--- src/strap_cfg_pkg.sv ---
// Constants shared by the strap configuration latch.
// Assumes a 32-bit classic Wishbone slave port and a 16-bit register map.
package strap_cfg_pkg;

  // ****************************************************************
  // Strap vector layout (one bit per strap pin)
  // ****************************************************************
  localparam int unsigned STRAP_W = 12;
  localparam int unsigned SP_ADDR_LSB = 0;
  localparam int unsigned SP_ADDR_W = 3;
  localparam int unsigned SP_BCAST = 3;
  localparam int unsigned SP_MODE_LSB = 4;
  localparam int unsigned SP_MODE_W = 3;
  localparam int unsigned SP_ISO = 7;
  localparam int unsigned SP_SPEED = 8;
  localparam int unsigned SP_DUPLEX = 9;
  localparam int unsigned SP_ANEG = 10;
  localparam int unsigned SP_NAND_N = 11;
  // Levels left by the internal pulls alone: address 1, RMII, 100M,
  // half duplex, auto-negotiation on, test mode off
  localparam logic [STRAP_W-1:0] STRAP_DEFAULT = 12'hF11;

  // ****************************************************************
  // Interface mode codes
  // ****************************************************************
  localparam logic [SP_MODE_W-1:0] MODE_RMII = 3'h1;
  localparam logic [SP_MODE_W-1:0] MODE_B2B = 3'h5;

  // ****************************************************************
  // Register map: index, byte address is four times the index
  // ****************************************************************
  localparam int unsigned IDX_W = 6;
  localparam int unsigned ADR_LSB = 2;
  localparam logic [IDX_W-1:0] IDX_BASIC_CTRL = 6'h00;
  localparam logic [IDX_W-1:0] IDX_AN_ADV = 6'h04;
  localparam logic [IDX_W-1:0] IDX_PHY_CTRL = 6'h16;
  localparam logic [IDX_W-1:0] IDX_STRAP_STAT = 6'h18;
  localparam int unsigned REG_W = 16;

  localparam int unsigned CTRL_SPEED = 13;
  localparam int unsigned CTRL_ANEG = 12;
  localparam int unsigned CTRL_ISO = 10;
  localparam int unsigned CTRL_DUPLEX = 8;
  localparam logic [REG_W-1:0] CTRL_RESET = 16'h3000;

  localparam logic [REG_W-1:0] ADV_RESET = 16'h01E1;
  localparam logic [REG_W-1:0] ADV_100_MASK = 16'h0180;

  localparam int unsigned PCTL_BCAST_OFF = 9;
  localparam logic [REG_W-1:0] PCTL_RESET = 16'h0000;

  // Strap status register fields
  localparam int unsigned STAT_VALID = 15;
  localparam int unsigned STAT_RSVD_MODE = 14;

endpackage : strap_cfg_pkg

--- src/reset_strap_config_latch.sv ---
// Reset-time strap capture and control-register preload for the PHY.
// Assumes chip_rst_n_i and the strap pads are asynchronous to clk_i;
// func_i comes from the PHY's own logic on clk_i.
`timescale 1ns/1ps

// Contract
// Straps sampled once at chip reset release, held until next reset.
// Three strapped address bits select 0 to 7; pulls alone give 1.
// Address 0 is broadcast unless strap high or bit 9 of 16h set.
// Upper two management address bits are fixed internally.
// Mode code 001 is RMII, 101 back-to-back; others reserved.
// Isolate strap loads control bit 10; high enables isolate.
// Speed strap loads control bit 13 and advertised 100M ability.
// Duplex strap loads control bit 8; high means half duplex.
// Auto-negotiation strap loads control bit 12; high enables it.
// Test-mode strap captured; low enables NAND-tree mode.
// Strap pins are pulled inputs in reset, outputs after release.
// MAC avoids driving strap pins in reset, else board adds pulls.
// Chip reset is active low; capture on its rising edge.
module reset_strap_config_latch #(
  parameter logic [1:0] ADDR_HI = 2'h0
) (
  input wire logic clk_i,
  input wire logic rst_i,
  input wire logic [7:0] adr_i,
  input wire logic [31:0] dat_i,
  output logic [31:0] dat_o,
  input wire logic we_i,
  input wire logic [3:0] sel_i,
  input wire logic cyc_i,
  input wire logic stb_i,
  output logic ack_o,
  input wire logic chip_rst_n_i,
  input wire logic [strap_cfg_pkg::STRAP_W-1:0] strap_pin_i,
  output logic [strap_cfg_pkg::STRAP_W-1:0] strap_pin_o,
  output logic [strap_cfg_pkg::STRAP_W-1:0] strap_pin_oe_o,
  output logic pull_en_o,
  input wire logic [strap_cfg_pkg::STRAP_W-1:0] func_i,
  output logic cfg_valid_o,
  output logic [4:0] mgmt_addr_o,
  output logic bcast_en_o,
  output logic rmii_mode_o,
  output logic b2b_mode_o,
  output logic mode_reserved_o,
  output logic isolate_o,
  output logic speed_100_o,
  output logic full_duplex_o,
  output logic autoneg_en_o,
  output logic nand_tree_en_o
);

  localparam int unsigned SW = strap_cfg_pkg::STRAP_W;
  localparam int unsigned RW = strap_cfg_pkg::REG_W;

  // ****************************************************************
  // Helpers
  // ****************************************************************
  function automatic logic [strap_cfg_pkg::SP_MODE_W-1:0] mode_of(
    input logic [SW-1:0] s
  );
    mode_of = s[strap_cfg_pkg::SP_MODE_LSB +: strap_cfg_pkg::SP_MODE_W];
  endfunction : mode_of

  function automatic logic [RW-1:0] lane_merge(
    input logic [RW-1:0] old_v,
    input logic [31:0] wd,
    input logic [3:0] sel
  );
    lane_merge = old_v;
    if (sel[0]) begin
      lane_merge[7:0] = wd[7:0];
    end
    if (sel[1]) begin
      lane_merge[15:8] = wd[15:8];
    end
  endfunction : lane_merge

  // ****************************************************************
  // Input synchronisers
  // ****************************************************************
  logic rstn_meta_ff;
  logic rstn_sync_ff;
  logic rstn_prev_ff;
  logic [SW-1:0] strap_meta_ff;
  logic [SW-1:0] strap_sync_ff;
  logic capture;

  always_ff @(posedge clk_i) begin
    if (rst_i) begin
      rstn_meta_ff <= 1'b0;
      rstn_sync_ff <= 1'b0;
      rstn_prev_ff <= 1'b0;
    end else begin
      rstn_meta_ff <= chip_rst_n_i;
      rstn_sync_ff <= rstn_meta_ff;
      rstn_prev_ff <= rstn_sync_ff;
    end
  end

  // Pads share the reset path depth, so the level seen at the capture
  // edge is the one present when the reset pin rose
  always_ff @(posedge clk_i) begin
    if (rst_i) begin
      strap_meta_ff <= strap_cfg_pkg::STRAP_DEFAULT;
      strap_sync_ff <= strap_cfg_pkg::STRAP_DEFAULT;
    end else begin
      strap_meta_ff <= strap_pin_i;
      strap_sync_ff <= strap_meta_ff;
    end
  end

  // rising edge
  assign capture = rstn_sync_ff && !rstn_prev_ff;

  // ****************************************************************
  // Captured straps
  // ****************************************************************
  logic [SW-1:0] strap_ff;
  logic cfg_valid_ff;

  // one-shot capture
  always_ff @(posedge clk_i) begin
    if (rst_i) begin
      strap_ff <= strap_cfg_pkg::STRAP_DEFAULT;
    end else if (capture) begin
      strap_ff <= strap_sync_ff;
    end
  end

  always_ff @(posedge clk_i) begin
    if (rst_i) begin
      cfg_valid_ff <= 1'b0;
    end else if (!rstn_sync_ff) begin
      cfg_valid_ff <= 1'b0;
    end else if (capture) begin
      cfg_valid_ff <= 1'b1;
    end
  end

  // ****************************************************************
  // Pad direction
  // ****************************************************************
  logic [SW-1:0] pin_o_ff;
  logic [SW-1:0] pin_oe_ff;
  logic pull_en_ff;

  // pulled input in reset, output after
  always_ff @(posedge clk_i) begin
    if (rst_i) begin
      pin_oe_ff <= '0;
      pull_en_ff <= 1'b1;
      pin_o_ff <= '0;
    end else begin
      pin_oe_ff <= {SW{cfg_valid_ff && rstn_sync_ff}};
      pull_en_ff <= !(cfg_valid_ff && rstn_sync_ff);
      pin_o_ff <= func_i;
    end
  end

  // ****************************************************************
  // Registers
  // ****************************************************************
  logic [RW-1:0] ctrl_ff;
  logic [RW-1:0] adv_ff;
  localparam int unsigned IDX_W_L = strap_cfg_pkg::IDX_W;

  logic [RW-1:0] pctl_ff;
  logic [IDX_W_L-1:0] idx;
  logic wr_req;
  logic [RW-1:0] nxt_adv_load;

  assign idx = adr_i[strap_cfg_pkg::ADR_LSB +: IDX_W_L];
  // Writes land on the acknowledging edge, where the master sees ack
  assign wr_req = cyc_i && stb_i && we_i && ack_o;

  // advertised speed follows the strap
  always_comb begin
    nxt_adv_load = strap_cfg_pkg::ADV_RESET;
    if (!strap_sync_ff[strap_cfg_pkg::SP_SPEED]) begin
      nxt_adv_load = strap_cfg_pkg::ADV_RESET & ~strap_cfg_pkg::ADV_100_MASK;
    end
  end

  // Capture outranks a software write in the same cycle
  always_ff @(posedge clk_i) begin
    if (rst_i) begin
      ctrl_ff <= strap_cfg_pkg::CTRL_RESET;
    end else if (capture) begin
      // isolate bit
      ctrl_ff[strap_cfg_pkg::CTRL_ISO] <=
        strap_sync_ff[strap_cfg_pkg::SP_ISO];
      // speed bit
      ctrl_ff[strap_cfg_pkg::CTRL_SPEED] <=
        strap_sync_ff[strap_cfg_pkg::SP_SPEED];
      // duplex bit, set means full duplex
      ctrl_ff[strap_cfg_pkg::CTRL_DUPLEX] <=
        !strap_sync_ff[strap_cfg_pkg::SP_DUPLEX];
      // auto-negotiation bit
      ctrl_ff[strap_cfg_pkg::CTRL_ANEG] <=
        strap_sync_ff[strap_cfg_pkg::SP_ANEG];
    end else if (wr_req && idx == strap_cfg_pkg::IDX_BASIC_CTRL) begin
      ctrl_ff <= lane_merge(ctrl_ff, dat_i, sel_i);
    end
  end

  always_ff @(posedge clk_i) begin
    if (rst_i) begin
      adv_ff <= strap_cfg_pkg::ADV_RESET;
    end else if (capture) begin
      adv_ff <= nxt_adv_load;
    end else if (wr_req && idx == strap_cfg_pkg::IDX_AN_ADV) begin
      adv_ff <= lane_merge(adv_ff, dat_i, sel_i);
    end
  end

  // Software bit 9 survives chip reset; only rst_i or a write to 16h clears it
  always_ff @(posedge clk_i) begin
    if (rst_i) begin
      pctl_ff <= strap_cfg_pkg::PCTL_RESET;
    end else if (wr_req && idx == strap_cfg_pkg::IDX_PHY_CTRL) begin
      pctl_ff <= lane_merge(pctl_ff, dat_i, sel_i);
    end
  end

  // ****************************************************************
  // Wishbone answer: one wait state, unmapped reads return zero
  // ****************************************************************
  logic [31:0] rd_data;

  always_comb begin
    rd_data = '0;
    unique case (idx)
      strap_cfg_pkg::IDX_BASIC_CTRL: rd_data[RW-1:0] = ctrl_ff;
      strap_cfg_pkg::IDX_AN_ADV: rd_data[RW-1:0] = adv_ff;
      strap_cfg_pkg::IDX_PHY_CTRL: rd_data[RW-1:0] = pctl_ff;
      strap_cfg_pkg::IDX_STRAP_STAT: begin
        rd_data[SW-1:0] = strap_ff;
        rd_data[strap_cfg_pkg::STAT_RSVD_MODE] = mode_reserved_o;
        rd_data[strap_cfg_pkg::STAT_VALID] = cfg_valid_ff;
      end
      default: rd_data = '0;
    endcase
  end

  always_ff @(posedge clk_i) begin
    if (rst_i) begin
      ack_o <= 1'b0;
      dat_o <= '0;
    end else begin
      ack_o <= cyc_i && stb_i && !ack_o;
      dat_o <= rd_data;
    end
  end

  // ****************************************************************
  // Configuration outputs
  // ****************************************************************
  logic [strap_cfg_pkg::SP_MODE_W-1:0] mode_cur;
  assign mode_cur = mode_of(strap_ff);

  always_ff @(posedge clk_i) begin
    if (rst_i) begin
      mgmt_addr_o <= {ADDR_HI, strap_cfg_pkg::STRAP_DEFAULT[
        strap_cfg_pkg::SP_ADDR_LSB +: strap_cfg_pkg::SP_ADDR_W]};
      bcast_en_o <= 1'b1;
      rmii_mode_o <= 1'b1;
      b2b_mode_o <= 1'b0;
      mode_reserved_o <= 1'b0;
      nand_tree_en_o <= 1'b0;
    end else begin
      // fixed upper bits, strapped lower bits
      mgmt_addr_o <= {ADDR_HI,
        strap_ff[strap_cfg_pkg::SP_ADDR_LSB +: strap_cfg_pkg::SP_ADDR_W]};
      // broadcast on address 0
      bcast_en_o <= !strap_ff[strap_cfg_pkg::SP_BCAST] &&
        !pctl_ff[strap_cfg_pkg::PCTL_BCAST_OFF];
      // mode decode
      rmii_mode_o <= mode_cur == strap_cfg_pkg::MODE_RMII;
      b2b_mode_o <= mode_cur == strap_cfg_pkg::MODE_B2B;
      mode_reserved_o <= mode_cur != strap_cfg_pkg::MODE_RMII &&
        mode_cur != strap_cfg_pkg::MODE_B2B;
      // active-low test strap
      nand_tree_en_o <= !strap_ff[strap_cfg_pkg::SP_NAND_N];
    end
  end

  always_ff @(posedge clk_i) begin
    if (rst_i) begin
      isolate_o <= 1'b0;
      speed_100_o <= 1'b1;
      full_duplex_o <= 1'b0;
      autoneg_en_o <= 1'b1;
    end else begin
      isolate_o <= ctrl_ff[strap_cfg_pkg::CTRL_ISO];
      speed_100_o <= ctrl_ff[strap_cfg_pkg::CTRL_SPEED];
      full_duplex_o <= ctrl_ff[strap_cfg_pkg::CTRL_DUPLEX];
      autoneg_en_o <= ctrl_ff[strap_cfg_pkg::CTRL_ANEG];
    end
  end

  assign cfg_valid_o = cfg_valid_ff;
  assign strap_pin_o = pin_o_ff;
  assign strap_pin_oe_o = pin_oe_ff;
  assign pull_en_o = pull_en_ff;
endmodule : reset_strap_config_latch

--- config.mk ---
export PLATFORM = sky130hd
export DESIGN_NAME = reset_strap_config_latch
export DESIGN_NICKNAME = d
export VERILOG_FILES = /design/src/strap_cfg_pkg.sv /design/src/reset_strap_config_latch.sv
export SDC_FILE = /design/constraint.sdc
export NUM_CORES = 1
export LEC_CHECK = 0
export BUFFER_PORTS_ARGS = -buffer_cell sky130_fd_sc_hd__buf_2
export CAP_MARGIN = 20
export CORE_MARGIN = 2
export CORE_UTILIZATION = 51
export CTS_BUF_LIST = sky130_fd_sc_hd__clkbuf_4 sky130_fd_sc_hd__clkbuf_8 sky130_fd_sc_hd__clkbuf_16
export DETAILED_ROUTE_END_ITERATION = 8
export GPL_TIMING_DRIVEN = 0
export PLACE_DENSITY = 0.76
export SYNTH_ARGS = -nofsm -noshare
export SYNTH_HDL_FRONTEND = slang
export SYNTH_SLANG_ARGS = --single-unit
--- constraint.sdc ---
create_clock -name clk_i -period 2.6 [get_ports clk_i]
set_input_delay 0.39 -clock clk_i [delete_from_list [all_inputs] [get_ports clk_i]]
set_output_delay 0.39 -clock clk_i [all_outputs]
set_load 0.02 [all_outputs]
==> flow_summary.toml <==
[routing]
top_layer = "met4"
ant_nets = 0
wire_per_inst_um = 14.8
wl_met1_um = 4540
wl_met2_um = 5200
wl_met3_um = 881
vias = 3793
drc = 0
drt-total-wl_um = 10900
drtPass1Iterations = 5
drt_iter0_drc = 250
routed_via_density = 5.15

[place]
io_buffers = 106
dpl_cell_area_um2 = 5490
pre_cts_slack_ps = 25.6
gp_congestion = 0.889
detailed_place_hpwl_um = 7680

[critical_path]
crit_path_max_incr_delay_ps = 680
crit_family = "buffers and inverters"
cp_common_cell = "clkbuf_1"
crit_path_start = "adr_i[3]"
rr_startpoint = "ack_o"
cp.required_ps = 2970
worst-path-buf-inv = 3
path_class = "in -> reg"
end_kind = "flip-flop"
slowest_stage = "o31ai_1"
worstPathCellList = "buf_2, and3b_1, and2_1, clkbuf_1, o31ai_1, clkbuf_1, nor2_1"
critPathArrivalTime_ps = 2520
cp-start-kind = "input pin"
crit_path_max_fanout = 10

[clock_tree]
cts_max_level = 4
cts-resized-gates = 0
hold_buffers = 0
post_cts_buffers = 0
clkLatencyLatePin_ps = 510
cts_tree = "yes"
clk_pin_slew_ps = 60
clock_path_buffers = 2
cts_buffers = 17
cts.sinks = 131
root_buffer = "clkbuf_8"

[yosys]
seq_area_frac_synth = 0.551
yosysUniqueCellTypes = 37
syn_area_per_cell_um2 = 10.1
netlist.area_leader.share = 0.551
ys_ff_latch = 131
synth_xor_area_frac = 0
syn_inst = 470
synth_edf_count = 0
synth_ff_type = "dfxtp_1"
synth_top_cell_by_area = "dfxtp_1"
synth_async_sr_flop_share = 0
synth_top_family_by_area = "simple AND/OR/NAND/NOR gates"
synthSimpleGateAreaFrac = 0.182
synthMuxAreaShare = 0.108
synthAdderAreaFrac = 0
synth.area.top_cells = "dfxtp_1 (55%), mux2i_1 (6.7%), buf_4 (4.6%), nor2b_1 (4.2%), mux2_2 (4.0%)"
synth_compound_area_frac = 0.0862
ys.warnings.count = 0
syn_area_um2 = 4760

[power_and_ir_drop]
power.switching_w = 0.00100
p_leak_nw = 2.75
power.share.sequential = 0.442
power_frac_comb = 0.057
p_int_w = 0.00368
vdd_drop_max_uv = 575
p_sw_frac = 0.214
power_frac_clock = 0.501
p_per_area_nw_per_um2 = 770

[layout]
final_common_cell = "dfxtp_1"
fin_util = 0.665
antennaDiodeCount = 0
final_cell_mix = "dfxtp_1 (131), buf_2 (108), nor2_1 (49)"
area_delta_synth_final_pct = 27.8
drive_gt1_frac = 0.328
nets = 686
final_area_um2 = 6080

[timing]
skew_ps = 5.25
hold_viol_final = 0
tns_ps = 0
max_slew_margin = 0.454
setup_ws_ps = 446
maxSlewViolCount = 0
tightest_slew_ps = 812
grt_setup_unrepaired = "no"
fin_crit_sh = 0.828
fmaxAchievable_mhz = 464
setup_violations = 0
period_minus_slack_ps = 2150

[floorplanning]
num_io_pins = 147
coreArea_um2 = 9150
die-height_um = 101
start_util = 0.520
die_area_um2 = 10100
die_w_um = 101
fp-row-count = 35

[worst_hold_path]
hp-class = "in -> reg"
min_from = "strap_pin_i[11]"

[grt]
grt_antenna_before_repair = 0
overflow = 0
grt_max_degree = 17
grt.total_usage = 0.224
grt_pass1_vias = 3571
grt_pass1_wl_um = 17400

[run_status]
outcome = "finished, final reports clean"

[run]
maxCapViolations = 0
==> per-stage QoR <==
step | hold slack [ps] | total power [W] | cells
after global placement | 393 | 0.00237 | 704
final | 61.6 | 0.00468 | 736
after global routing | 47.6 | 0.00482 | 736
after floorplan | 389 | 0.00227 | 487
after CTS | 44.1 | 0.00469 | 736
after detailed placement | 394 | 0.00238 | 704
==> area by class of cell <==
cell class,count,area (µm²)
fill,725,3070
sequential,131,2620
multi-input combinational,296,1860
timing repair buffer,106,531
clock buffer,22,458
buffer,57,333
tap,111,139
clock inverter,10,133
inverter,3,11.3
==> path summary, 6_finish.rpt <==
path / to / slack, ps / cells past startpoint
setup / recovery: dat_o[5] / 450 / 7
setup reg to reg: adv_ff[12] / 660 / 4
hold / removal: strap_meta_ff[11] / 60 / 2
hold reg to reg: strap_sync_ff[0] / 410 / 1
==> cell families after synthesis <==
family                 Yosys count
muxes                           49
buffers and inverters           60
AOI/OAI and AO/OA               64
DFF                            131
and+or+nand+nor                165
other                            1
==> layer usage <==
metal	vias to the layer above	global-route usage
li1	1846	-
met1	1738	0.277
met2	186	0.373
met3	23	0.0541
met4	0	0.0980
met5	-	0
==> worst register-to-register path: cells and delay by family (launching register included) <==
family / cells / cell delay (ps)
DFF: 1 / 350
and+or+nand+nor: 3 / 1170
muxes: 1 / 290
==> cell usage after synthesis, types with 14 or more instances <==
cell	count
mux2_2	17
nor2_1	49
nor2b_1	32
dfxtp_1	131
or2_2	14
clkbuf_1	22
buf_4	29
nand3_1	16
a21oi_1	23
o21ai_0	16
a222oi_1	14
mux2i_1	32
nand2_1	33
==> power by group through the flow <==
stage               sequential (W)  combinational, W  clock (W)
finish                     0.00207          0.000268    0.00235
floorplan                  0.00213          0.000148          0
CTS                        0.00207          0.000267    0.00236
global route               0.00207          0.000291    0.00246
global placement           0.00211          0.000261          0
detailed placement         0.00211          0.000266          0
==> flip-flops by register name (all words and copies together), names as in the netlist, 3 cells and up <==
signal,flops
strap_meta_ff,12
dat_o,16
strap_sync_ff,12
ctrl_ff,16
pctl_ff,16
adv_ff,16
mgmt_addr_o,3
strap_ff,12
strap_pin_o,12
No activity file was read; power rests on OpenSTA's default activity.
